[src/periph_irq_flag_params.svh]
// Offsets, bit positions, masks and reset values of the peripheral flag registers.
`ifndef PERIPH_IRQ_FLAG_PARAMS_SVH
`define PERIPH_IRQ_FLAG_PARAMS_SVH

// Register byte addresses on the APB (word aligned, low 12 address bits decoded).
`define OFF_FLAGS_A          12'h000
`define OFF_FLAGS_B          12'h004
`define OFF_FLAGS_C          12'h008
`define OFF_FLAGS_D          12'h00C

// Power-on value of every flag register.
`define FLAGS_RESET          8'h00

// Bits that software may write in each register; the rest are read-only or absent.
`define RW_MASK_A            8'hCF
`define RW_MASK_B            8'hBF
`define RW_MASK_C            8'h8F
`define RW_MASK_D            8'hFF
`define RW_MASK_D_SMALL      8'h3F

// Bit positions in the first flag register.
`define BIT_PARALLEL_PORT    7
`define BIT_CONVERTER_DONE   6
`define BIT_SERIAL_RX        5
`define BIT_SERIAL_TX        4
`define BIT_SYNC_PORT1       3
`define BIT_TIMER1_GATE      2
`define BIT_TIMER2_MATCH     1
`define BIT_TIMER1_OVERFLOW  0

// Bit positions in the second flag register.
`define BIT_OSC_FAIL         7
`define BIT_B_ABSENT         6
`define BIT_SYNC_PORT2       5
`define BIT_COLLISION2       4
`define BIT_COLLISION1       3
`define BIT_VOLTAGE_DETECT   2
`define BIT_TIMER3_OVERFLOW  1
`define BIT_TIMER3_GATE      0

// Bit positions in the third flag register (serial 2 uses the same rx/tx bits as serial 1).
`define BIT_TIMER5_GATE      7
`define BIT_C_ABSENT         6
`define BIT_CHARGE_TIME      3
`define BIT_CAPCMP2          2
`define BIT_CAPCMP1          1
`define BIT_CALENDAR_CLOCK   0

// Capture/compare unit numbering and the fourth register layout.
`define CAPCMP_UNITS         10
`define CAPCMP_LOW_IN_D      3

`endif

[src/periph_irq_flag_pkg.sv]
// Types shared by the peripheral flag registers and their surroundings.
`default_nettype none

package periph_irq_flag_pkg;

	// Operating mode of one capture/compare unit.
	typedef enum logic [1:0] {
		CAPCMP_CAPTURE = 2'b00,
		CAPCMP_COMPARE = 2'b01,
		CAPCMP_PWM     = 2'b10,
		CAPCMP_OFF     = 2'b11
	} capcmp_mode_e;

	// One-cycle event pulses from the peripherals that own a sticky flag.
	typedef struct packed {
		logic parallel_port;
		logic converter_done;
		logic sync_port1;
		logic timer1_gate;
		logic timer2_match;
		logic timer1_overflow;
		logic osc_fail;
		logic sync_port2;
		logic collision2;
		logic collision1;
		logic voltage_detect;
		logic timer3_overflow;
		logic timer3_gate;
		logic timer5_gate;
		logic charge_time;
		logic calendar_clock;
	} periph_events_s;

	// Buffer state levels of the two asynchronous serial channels.
	typedef struct packed {
		logic serial1_rx_full;
		logic serial1_tx_empty;
		logic serial2_rx_full;
		logic serial2_tx_empty;
	} serial_levels_s;

	// The four flag registers as seen by the interrupt priority logic.
	typedef struct packed {
		logic [7:0] periph_flags_d;
		logic [7:0] periph_flags_c;
		logic [7:0] periph_flags_b;
		logic [7:0] periph_flags_a;
	} flag_bank_s;

endpackage

`default_nettype wire

[src/peripheral_irq_flag_regs.sv]
// Peripheral interrupt request flag registers with an APB slave port.
//
// Summary of operation
// - Serial receive flag bits mirror receive buffer full; read-only, cleared by reading buffer.
// - Serial transmit flag bits mirror transmit buffer empty; read-only, cleared by writing buffer.
// - Parallel port flag sets after an external read or write of that port.
// - Converter flag sets on conversion complete and stays until software clears it.
// - Synchronous port flags set on transfer complete; software clears them.
// - Timer 1 gate flag sets on gate event; only software clears it.
// - Timer 2 flag sets on period match; only software clears it.
// - Timer 1 overflow flag sets on overflow; only software clears it.
// - Oscillator fail flag sets when clock falls back to internal oscillator.
// - Bus collision flags set on collision of the matching synchronous port.
// - Voltage detect flag sets when supply drops below trip point.
// - Timer 3 overflow and gate flags set on their events; software clears.
// - Timer 5 gate flag sets on gate event; only software clears it.
// - Bit 6 of second and third registers is absent and reads zero.
// - Charge time and calendar clock flags set on their events; software clears.
// - In capture mode a unit's flag sets when a capture occurs.
// - In compare mode a unit's flag sets on a compare match.
// - In pulse-width mode a unit's flag signals nothing.
// - Fourth register holds units 10 to 4 in bits 7..1, unit 3 bit 0.
// - Small program memory variant omits flags of units 10 and 9.
// - Every implemented flag bit clears to zero at power-on reset.
// - Flags set regardless of any enable, so software may poll them.
`timescale 1ns/100ps
`include "periph_irq_flag_params.svh"
`default_nettype none

module peripheral_irq_flag_regs #(
	parameter bit SMALL_MEMORY = 1'b0
) (
	input  wire logic                                 pclk,
	input  wire logic                                 presetn,
	input  wire logic                                 psel,
	input  wire logic                                 penable,
	input  wire logic                                 pwrite,
	input  wire logic [11:0]                          paddr,
	input  wire logic [31:0]                          pwdata,
	output logic      [31:0]                          prdata,
	output logic                                      pready,
	output logic                                      pslverr,
	input  wire periph_irq_flag_pkg::periph_events_s  events,
	input  wire periph_irq_flag_pkg::serial_levels_s  serial_levels,
	input  wire logic [`CAPCMP_UNITS:1]               capcmp_capture,
	input  wire logic [`CAPCMP_UNITS:1]               capcmp_match,
	input  wire periph_irq_flag_pkg::capcmp_mode_e    capcmp_mode [`CAPCMP_UNITS:1],
	output periph_irq_flag_pkg::flag_bank_s           flags
);

	////////////////////////////////////////////////////////////////////////////////
	// Helpers.

	// Next value of one sticky register: a write replaces writable bits, then any
	// hardware set is OR-ed in last so that a set in the clearing cycle survives.
	function automatic logic [7:0] flag_next(
		input logic [7:0] cur,
		input logic       wr,
		input logic [7:0] wdata,
		input logic [7:0] set,
		input logic [7:0] rw_mask
	);
		logic [7:0] held;
		held = wr ? (wdata & rw_mask) : (cur & rw_mask);
		return held | (set & rw_mask);
	endfunction

	// Decode of a single register address, used in both the setup and the access phase.
	function automatic logic addr_is(
		input logic [11:0] addr,
		input logic [11:0] offset
	);
		return addr == offset;
	endfunction

	////////////////////////////////////////////////////////////////////////////////
	// Bus decode.

	logic       access;
	logic       setup;
	logic       hit_a;
	logic       hit_b;
	logic       hit_c;
	logic       hit_d;
	logic       mapped;
	logic       wr_a;
	logic       wr_b;
	logic       wr_c;
	logic       wr_d;
	logic [7:0] wbyte;
	logic [7:0] rw_mask_d;

	// Zero wait states: every access finishes in its first access cycle.
	assign access    = psel & penable;
	assign setup     = psel & ~penable;
	assign pready    = 1'b1;
	assign wbyte     = pwdata[7:0];
	assign rw_mask_d = SMALL_MEMORY ? `RW_MASK_D_SMALL : `RW_MASK_D;

	// Address decode; anything outside the four words is refused with an error.
	always_comb begin
		hit_a = 1'b0;
		hit_b = 1'b0;
		hit_c = 1'b0;
		hit_d = 1'b0;
		if (addr_is(paddr, `OFF_FLAGS_A)) begin
			hit_a = 1'b1;
		end else if (addr_is(paddr, `OFF_FLAGS_B)) begin
			hit_b = 1'b1;
		end else if (addr_is(paddr, `OFF_FLAGS_C)) begin
			hit_c = 1'b1;
		end else if (addr_is(paddr, `OFF_FLAGS_D)) begin
			hit_d = 1'b1;
		end
	end

	// Writes take effect only at the access edge, never in the setup cycle.
	assign mapped  = hit_a | hit_b | hit_c | hit_d;
	assign pslverr = access & ~mapped;
	assign wr_a    = access & pwrite & hit_a;
	assign wr_b    = access & pwrite & hit_b;
	assign wr_c    = access & pwrite & hit_c;
	assign wr_d    = access & pwrite & hit_d;

	////////////////////////////////////////////////////////////////////////////////
	// Hardware set sources.

	logic [7:0]               set_a;
	logic [7:0]               set_b;
	logic [7:0]               set_c;
	logic [7:0]               set_d;
	logic [`CAPCMP_UNITS:1]   capcmp_set;

	// A unit raises its flag only for the event that its mode gives meaning to;
	// pulse-width and idle units never raise it.
	always_comb begin
		for (int u = 1; u <= `CAPCMP_UNITS; u++) begin
			capcmp_set[u] =
				((capcmp_mode[u] == periph_irq_flag_pkg::CAPCMP_CAPTURE) & capcmp_capture[u]) |
				((capcmp_mode[u] == periph_irq_flag_pkg::CAPCMP_COMPARE) & capcmp_match[u]);
		end
	end

	// First register sources; enables are not looked at, so polling works.
	always_comb begin
		set_a                        = 8'h00;
		set_a[`BIT_PARALLEL_PORT]    = events.parallel_port;
		set_a[`BIT_CONVERTER_DONE]   = events.converter_done;
		set_a[`BIT_SYNC_PORT1]       = events.sync_port1;
		set_a[`BIT_TIMER1_GATE]      = events.timer1_gate;
		set_a[`BIT_TIMER2_MATCH]     = events.timer2_match;
		set_a[`BIT_TIMER1_OVERFLOW]  = events.timer1_overflow;
	end

	// Second register sources.
	always_comb begin
		set_b                        = 8'h00;
		set_b[`BIT_OSC_FAIL]         = events.osc_fail;
		set_b[`BIT_SYNC_PORT2]       = events.sync_port2;
		set_b[`BIT_COLLISION2]       = events.collision2;
		set_b[`BIT_COLLISION1]       = events.collision1;
		set_b[`BIT_VOLTAGE_DETECT]   = events.voltage_detect;
		set_b[`BIT_TIMER3_OVERFLOW]  = events.timer3_overflow;
		set_b[`BIT_TIMER3_GATE]      = events.timer3_gate;
	end

	// Third register sources.
	always_comb begin
		set_c                        = 8'h00;
		set_c[`BIT_TIMER5_GATE]      = events.timer5_gate;
		set_c[`BIT_CHARGE_TIME]      = events.charge_time;
		set_c[`BIT_CAPCMP2]          = capcmp_set[2];
		set_c[`BIT_CAPCMP1]          = capcmp_set[1];
		set_c[`BIT_CALENDAR_CLOCK]   = events.calendar_clock;
	end

	// Units 3 to 10 fill the fourth register from bit 0 upward.
	assign set_d = capcmp_set[`CAPCMP_UNITS:`CAPCMP_LOW_IN_D];

	////////////////////////////////////////////////////////////////////////////////
	// Flag registers.

	logic [7:0] flags_a_r;
	logic [7:0] flags_b_r;
	logic [7:0] flags_c_r;
	logic [7:0] flags_d_r;
	logic [7:0] flags_a_nxt;
	logic [7:0] flags_b_nxt;
	logic [7:0] flags_c_nxt;
	logic [7:0] flags_d_nxt;
	logic [7:0] serial_a_r;
	logic [7:0] serial_c_r;

	// Sticky next values; the masks keep absent bits at zero for good.
	assign flags_a_nxt = flag_next(flags_a_r, wr_a, wbyte, set_a, `RW_MASK_A);
	assign flags_b_nxt = flag_next(flags_b_r, wr_b, wbyte, set_b, `RW_MASK_B);
	assign flags_c_nxt = flag_next(flags_c_r, wr_c, wbyte, set_c, `RW_MASK_C);
	assign flags_d_nxt = flag_next(flags_d_r, wr_d, wbyte, set_d, rw_mask_d);

	// First register.
	always_ff @(posedge pclk or negedge presetn) begin
		if (!presetn) begin
			flags_a_r <= `FLAGS_RESET;
		end else begin
			flags_a_r <= flags_a_nxt;
		end
	end

	// Second register.
	always_ff @(posedge pclk or negedge presetn) begin
		if (!presetn) begin
			flags_b_r <= `FLAGS_RESET;
		end else begin
			flags_b_r <= flags_b_nxt;
		end
	end

	// Third register.
	always_ff @(posedge pclk or negedge presetn) begin
		if (!presetn) begin
			flags_c_r <= `FLAGS_RESET;
		end else begin
			flags_c_r <= flags_c_nxt;
		end
	end

	// Fourth register.
	always_ff @(posedge pclk or negedge presetn) begin
		if (!presetn) begin
			flags_d_r <= `FLAGS_RESET;
		end else begin
			flags_d_r <= flags_d_nxt;
		end
	end

	// Serial buffer flags are not sticky: they follow the channel's buffer level,
	// so the channel clears them by its own buffer access and writes cannot.
	always_ff @(posedge pclk or negedge presetn) begin
		if (!presetn) begin
			serial_a_r <= `FLAGS_RESET;
			serial_c_r <= `FLAGS_RESET;
		end else begin
			serial_a_r                 <= `FLAGS_RESET;
			serial_c_r                 <= `FLAGS_RESET;
			serial_a_r[`BIT_SERIAL_RX] <= serial_levels.serial1_rx_full;
			serial_a_r[`BIT_SERIAL_TX] <= serial_levels.serial1_tx_empty;
			serial_c_r[`BIT_SERIAL_RX] <= serial_levels.serial2_rx_full;
			serial_c_r[`BIT_SERIAL_TX] <= serial_levels.serial2_tx_empty;
		end
	end

	// Full view of each register for the bus and the priority logic.
	assign flags.periph_flags_a = flags_a_r | serial_a_r;
	assign flags.periph_flags_b = flags_b_r;
	assign flags.periph_flags_c = flags_c_r | serial_c_r;
	assign flags.periph_flags_d = flags_d_r;

	////////////////////////////////////////////////////////////////////////////////
	// Read data.

	// Read data is captured in the setup cycle so that prdata comes from a flop
	// and is steady through the access cycle; unmapped reads return zero.
	always_ff @(posedge pclk or negedge presetn) begin
		if (!presetn) begin
			prdata <= 32'h0000_0000;
		end else if (setup && !pwrite) begin
			if (hit_a) begin
				prdata <= {24'h00_0000, flags.periph_flags_a};
			end else if (hit_b) begin
				prdata <= {24'h00_0000, flags.periph_flags_b};
			end else if (hit_c) begin
				prdata <= {24'h00_0000, flags.periph_flags_c};
			end else if (hit_d) begin
				prdata <= {24'h00_0000, flags.periph_flags_d};
			end else begin
				prdata <= 32'h0000_0000;
			end
		end
	end
endmodule

`default_nettype wire

[config.mk]
export PLATFORM = sky130hd
export DESIGN_NAME = peripheral_irq_flag_regs
export DESIGN_NICKNAME = d
export VERILOG_FILES = /design/src/periph_irq_flag_pkg.sv /design/src/peripheral_irq_flag_regs.sv
export VERILOG_INCLUDE_DIRS = /design/src
export SDC_FILE = /design/constraint.sdc
export NUM_CORES = 1
export LEC_CHECK = 0
export BUFFER_PORTS_ARGS = -buffer_cell sky130_fd_sc_hd__buf_2
export CAP_MARGIN = 5
export CORE_ASPECT_RATIO = 0.75
export CORE_MARGIN = 3
export CORE_UTILIZATION = 35
export DETAILED_ROUTE_END_ITERATION = 16
export GPL_ROUTABILITY_DRIVEN = 0
export HOLD_SLACK_MARGIN = 0.05
export PLACE_DENSITY = 0.74
export SYNTH_ARGS = -nofsm -noshare
export SYNTH_HDL_FRONTEND = slang
export SYNTH_SLANG_ARGS = --single-unit
[constraint.sdc]
create_clock -name pclk -period 3.2 [get_ports pclk]
set_clock_uncertainty 0.2 [all_clocks]
set_input_delay 0.64 -clock pclk [delete_from_list [all_inputs] [get_ports pclk]]
set_output_delay 0.64 -clock pclk [all_outputs]
set_load 0.02 [all_outputs]
== Word-level counts from Yosys, hierarchy flattened ==
Cells that the tools add are included.

* Equal/unequal tests: 13
* Multiplexer cells: 18
* Bitwise gates (word level): 49
* Reduce and logical (&&, ||, !) cells: 13

{| class="wikitable"
|+ Operators by type and width
! kind !! count
|-
| two-way mux 8 bit || 8
|-
| bitwise OR 8 bit || 4
|-
| bitwise AND 1 bit || 28
|-
| == test 12 x 4 -> 1 bit, second input constant || 2
|-
| == test 2 x 1 -> 1 bit, second input constant || 10
|-
| logical NOT 2 bit || 10
|-
| bitwise OR 8 x 6 -> 8 bit || 2
|-
| bitwise OR 1 bit || 13
|-
| == test 12 x 3 -> 1 bit, second input constant || 1
|-
| logical NOT 12 bit || 1
|-
| two-way mux 1 bit || 10
|-
| inverter 1 bit || 2
|-
| logical AND 1 bit || 1
|-
| logical NOT 1 bit || 1
|}

* Flip-flop bits (word level): 68
* Logic and storage cells: 100

== Longest topological paths before layout ==
* Depth in word-level cells: 9
* Depth in mapped cells: 6
* Gate-level depth less buffers: 4

== Worst setup path before layout ==
No wires, ideal clock.

* Path type: input-to-output
* From: in paddr[5]
* To: out pslverr
* Arrival time: 1.452 ns
* Slack: 0.908 ns
* Cell stages on the path: 3
* Path through: nor4_4 -> nand3_2 -> and3_1

* Longest elaborated chain between the ends: 8
* Elaborated cells between the ends (all ways): 19
* Those cells by class: eq/ne (3); mux (10); bitwise (5); reduce/logical (1)

{| class="wikitable"
|+ RTL lines
! item !! line !! source
|-
| start: declaration || peripheral_irq_flag_regs.sv:38 || <nowiki>input wire logic [11:0] paddr,</nowiki>
|-
| == test 12 x 3 -> 1 bit / == test 12 x 4 -> 1 bit (equally long branches) || peripheral_irq_flag_regs.sv:73 || <nowiki>return addr == offset;</nowiki>
|-
| two-way mux 1 bit (on tied branches) || peripheral_irq_flag_regs.sv:108, peripheral_irq_flag_regs.sv:110, peripheral_irq_flag_regs.sv:112 ||
|-
| two-way mux 1 bit (on tied branches) || peripheral_irq_flag_regs.sv:106, peripheral_irq_flag_regs.sv:108, peripheral_irq_flag_regs.sv:110 ||
|-
| bitwise OR 1 bit (tied with other cells) || peripheral_irq_flag_regs.sv:118 || <nowiki>assign mapped = hit_a | hit_b | hit_c | hit_d;</nowiki>
|-
| bitwise OR 1 bit / two-way mux 1 bit (equally long branches) || peripheral_irq_flag_regs.sv:118, peripheral_irq_flag_regs.sv:106 ||
|-
| bitwise OR 1 bit (*) || peripheral_irq_flag_regs.sv:118 ||
|-
| inverter 1 bit (*) || peripheral_irq_flag_regs.sv:119 || <nowiki>assign pslverr = access & ~mapped;</nowiki>
|-
| bitwise AND 1 bit (*) || peripheral_irq_flag_regs.sv:119 ||
|-
| end: declaration || peripheral_irq_flag_regs.sv:42 || <nowiki>output logic pslverr,</nowiki>
|}

Mark *: on every way between the ends. The rest lies on a longest branch, timed or not.

== Worst setup path after layout ==
Ends and elaborated chain as after synthesis.

==> qor.txt <==
Resized cells post-CTS: 0
Pre-CTS setup slack: 0.640 ns
Num ports: 175
Post-DRT Antenna Nets: 0
Initial antenna violation count: 0
Distinct cells, synth: 24
Final min period: 2.55 ns
Final hold vios: 0
Share of the synthesized area in the top cell type: 45.6%
Core area: 5550 µm²
Slowest stage delay, CP: 0.42 ns
Critical Path End Type: primary output
Ant diodes: 0
Slew Limit Fails: 0
Avg Inst Size Synth: 10.3 µm²
WP data arrival: 1.71 ns
Gate count of the mapped netlist: 203
DRC violations left: 0
Worst Path Buf+Inv: 2
Area grow syn2layout: 32.4%
Crit path max-delay family: simple AND/OR/NAND/NOR gates
Die width: 95.2 µm
Post-CTS Setup Repair Bufs: 0
Top cells by area, synth: dfrtp_1 (46%), buf_4 (10%), mux2i_1 (9.6%), nor2_1 (4.7%), a21oi_1 (4.1%)
CTS sink count: 38
Crit Path Category: input port to primary output
Peak supply drop: 0.187 mV
Min-delay worst type: input port to flip-flop
Drt wl/cell: 14.7 µm
Main combinational cell family by area after synthesis: simple AND/OR/NAND/NOR gates
GRT Total Usage: 17.2%
FF-to-FF Start: flags_d_r[7]
Clock transition at path regs: 0.08 ns
Max cap viols: 0
Worst-margin pin slew: 0.884 ns
EDFF count, synth: 0
Post-synthesis compound-gate area fraction: 12.6%
Sum Neg Setup Slack: 0 ns
Worst hold path depth: 1
Reg2Reg Depth: 4
Vias in the first global route: 1919
#FFs+latches synth: 38
Fin cells: 403
Overall routed net length: 5930 µm
FMAX: 392 MHz
Core Util, Final: 49.7%
Root buffer cell: clkbuf_8
Buffer depth of the longest clock path: 2
Critical path startpoint category: input port
Chip Height: 72.9 µm
Setup ws final: 0.646 ns
H-tree depth: 2
CTS tree: yes
WHS: 0.253 ns
Syn. warnings: 0
Initial Utilization: 37.6%
LEAKAGE: 0.00133 µW
Crit path launch: paddr[5]
Worst r2r dst: prdata[7]
First-pass GRT wire length: 9110 µm
CTS Buf Count: 5
Slowest-stage cell, CP: nor4_4
R2R Setup Slk: 1.73 ns
Final Setup Violations: 0
Status: completed
Port bufs: 123
Via density: 4.87
Layout cell share with drive strength beyond 1: 43.6%
Nets: 436
Mux cell area share after synthesis: 13.4%
Via count: 1961
Die footprint: 6940 µm²
Most frequent CP cell: buf_2
Fin crit share: 79.8%
Post-cts hold buffer count: 0
Power Density: 349 nW/µm²
DRT Pass-1 Iters: 4
Worst EP required: 2.36 ns
Leading area contributor after synthesis: dfrtp_1
Min-delay src: serial_levels[3]
Synthesized area: 2090 µm²
RSZ-0062 raised after global routing: false
Synth Area in Simple Gates: 17.1%
Row count: 23
WHS Endpoint: serial_a_r[5]
Drt first-iter violations: 65
Clk_lat worst skew: 0.28 ns
HPWL after DPL: 4780 µm
Cell total after placement: 395
Largest net degree at the start of global routing: 39
Crit-path cells: buf_2, nor4_4, nand3_2, and3_1, buf_2
Crit-path max FO: 6
Grt total ovfl: 0
Main synth FF type: dfrtp_1
Synth Area in XOR/XNOR: 0%
Ys async rst share: 100%
Seq/Total Area, Yosys: 45.6%
Adder-Cell Fraction of Synth Area: 0%
Rel. slew slack: 41.0%
-- cells in the final DEF (no fill, tap or decap), drive strengths merged, types with 11 or more instances in the layout --
| master | synthesis | layout |
|---|---|---|
| buf | 29 | 124 |
| dfrtp | 38 | 38 |
| conb | 2 | 27 |
| nor2 | 26 | 26 |
| mux2i | 20 | 20 |
| a21oi | 17 | 17 |
| nor3 | 16 | 16 |
| o21ai | 11 | 11 |
-- per-stage QoR --
step / power [µW] / area [µm²]
3_5_place_dp: 634 / 2670
2_1_floorplan: 579 / 2180
6_report: 963 / 2760
4_1_cts: 976 / 2760
3_3_place_gp: 632 / 2670
5_1_grt: 1020 / 2760
-- registers in the layout, summed over array words and instances, names as in the netlist --
signal      flops
flags_d_r       8
prdata          8
flags_b_r       7
flags_a_r       6
flags_c_r       5
serial_a_r      2
serial_c_r      2
-- worst register-to-register path, delay by kind of cell, from the launching register on --
family             cells  cell delay (ns)
AOI/OAI and AO/OA      2             0.44
muxes                  1             0.27
and+or+nand+nor        1             0.07
DFF                    1             0.39
-- Yosys cell counts, types with 2 or more instances --
library cell,n
a21oi_1,17
a221o_1,7
a22oi_1,7
and3_1,3
buf_4,28
clkbuf_1,3
conb_1,2
dfrtp_1,38
mux2_2,7
mux2i_1,20
nand2_1,2
nand4_1,4
nor2_1,26
nor3_1,16
nor4_4,3
nor4b_1,2
o21ai_0,11
-- metal layers --
layer	track usage, %	wire (µm)	vias up	share of wire, %
li1	-	-	943	-
met1	21.0	2440	916	41
met2	29.9	2820	97	47
met3	5.36	637	5	11
met4	3.36	35	0	0.59
met5	0	0	-	0
-- how the worst max path moves through the flow --
stage | to | slack (ns) | cells past startpoint
2_1_floorplan | pslverr | 0.91 | 3
6_report | pslverr | 0.65 | 5
5_1_grt | pslverr | 0.55 | 5
4_1_cts | pslverr | 0.64 | 5
3_5_place_dp | pslverr | 0.64 | 5
3_3_place_gp | pslverr | 0.64 | 5
-- logic make-up (layout without fill, tap and decap cells) --
kind of cell           Yosys count  after routing
AO/OA/AOI/OAI                   42             42
buffers and inverters           33            133
flip-flops                      38             38
multiplexers                    27             27
other                            2             27
AND/OR/NAND/NOR                 61             61
-- cell type report --
cell class,instances,area [µm²]
fillers,536,2790
inverters,1,3.75
flip-flops and latches,38,951
clock inverters,1,5.00
repair buffers,124,623
well taps,75,93.8
multi-input cells,157,1000
clock buffers,7,86.3
-- power by group --
group / internal (µW) / switching [µW]
combinational: 53.5 / 86.9
sequential: 483 / 1.41
clock: 174 / 165
total: 710 / 253
Note: power is estimated with default switching activity, not from simulation.
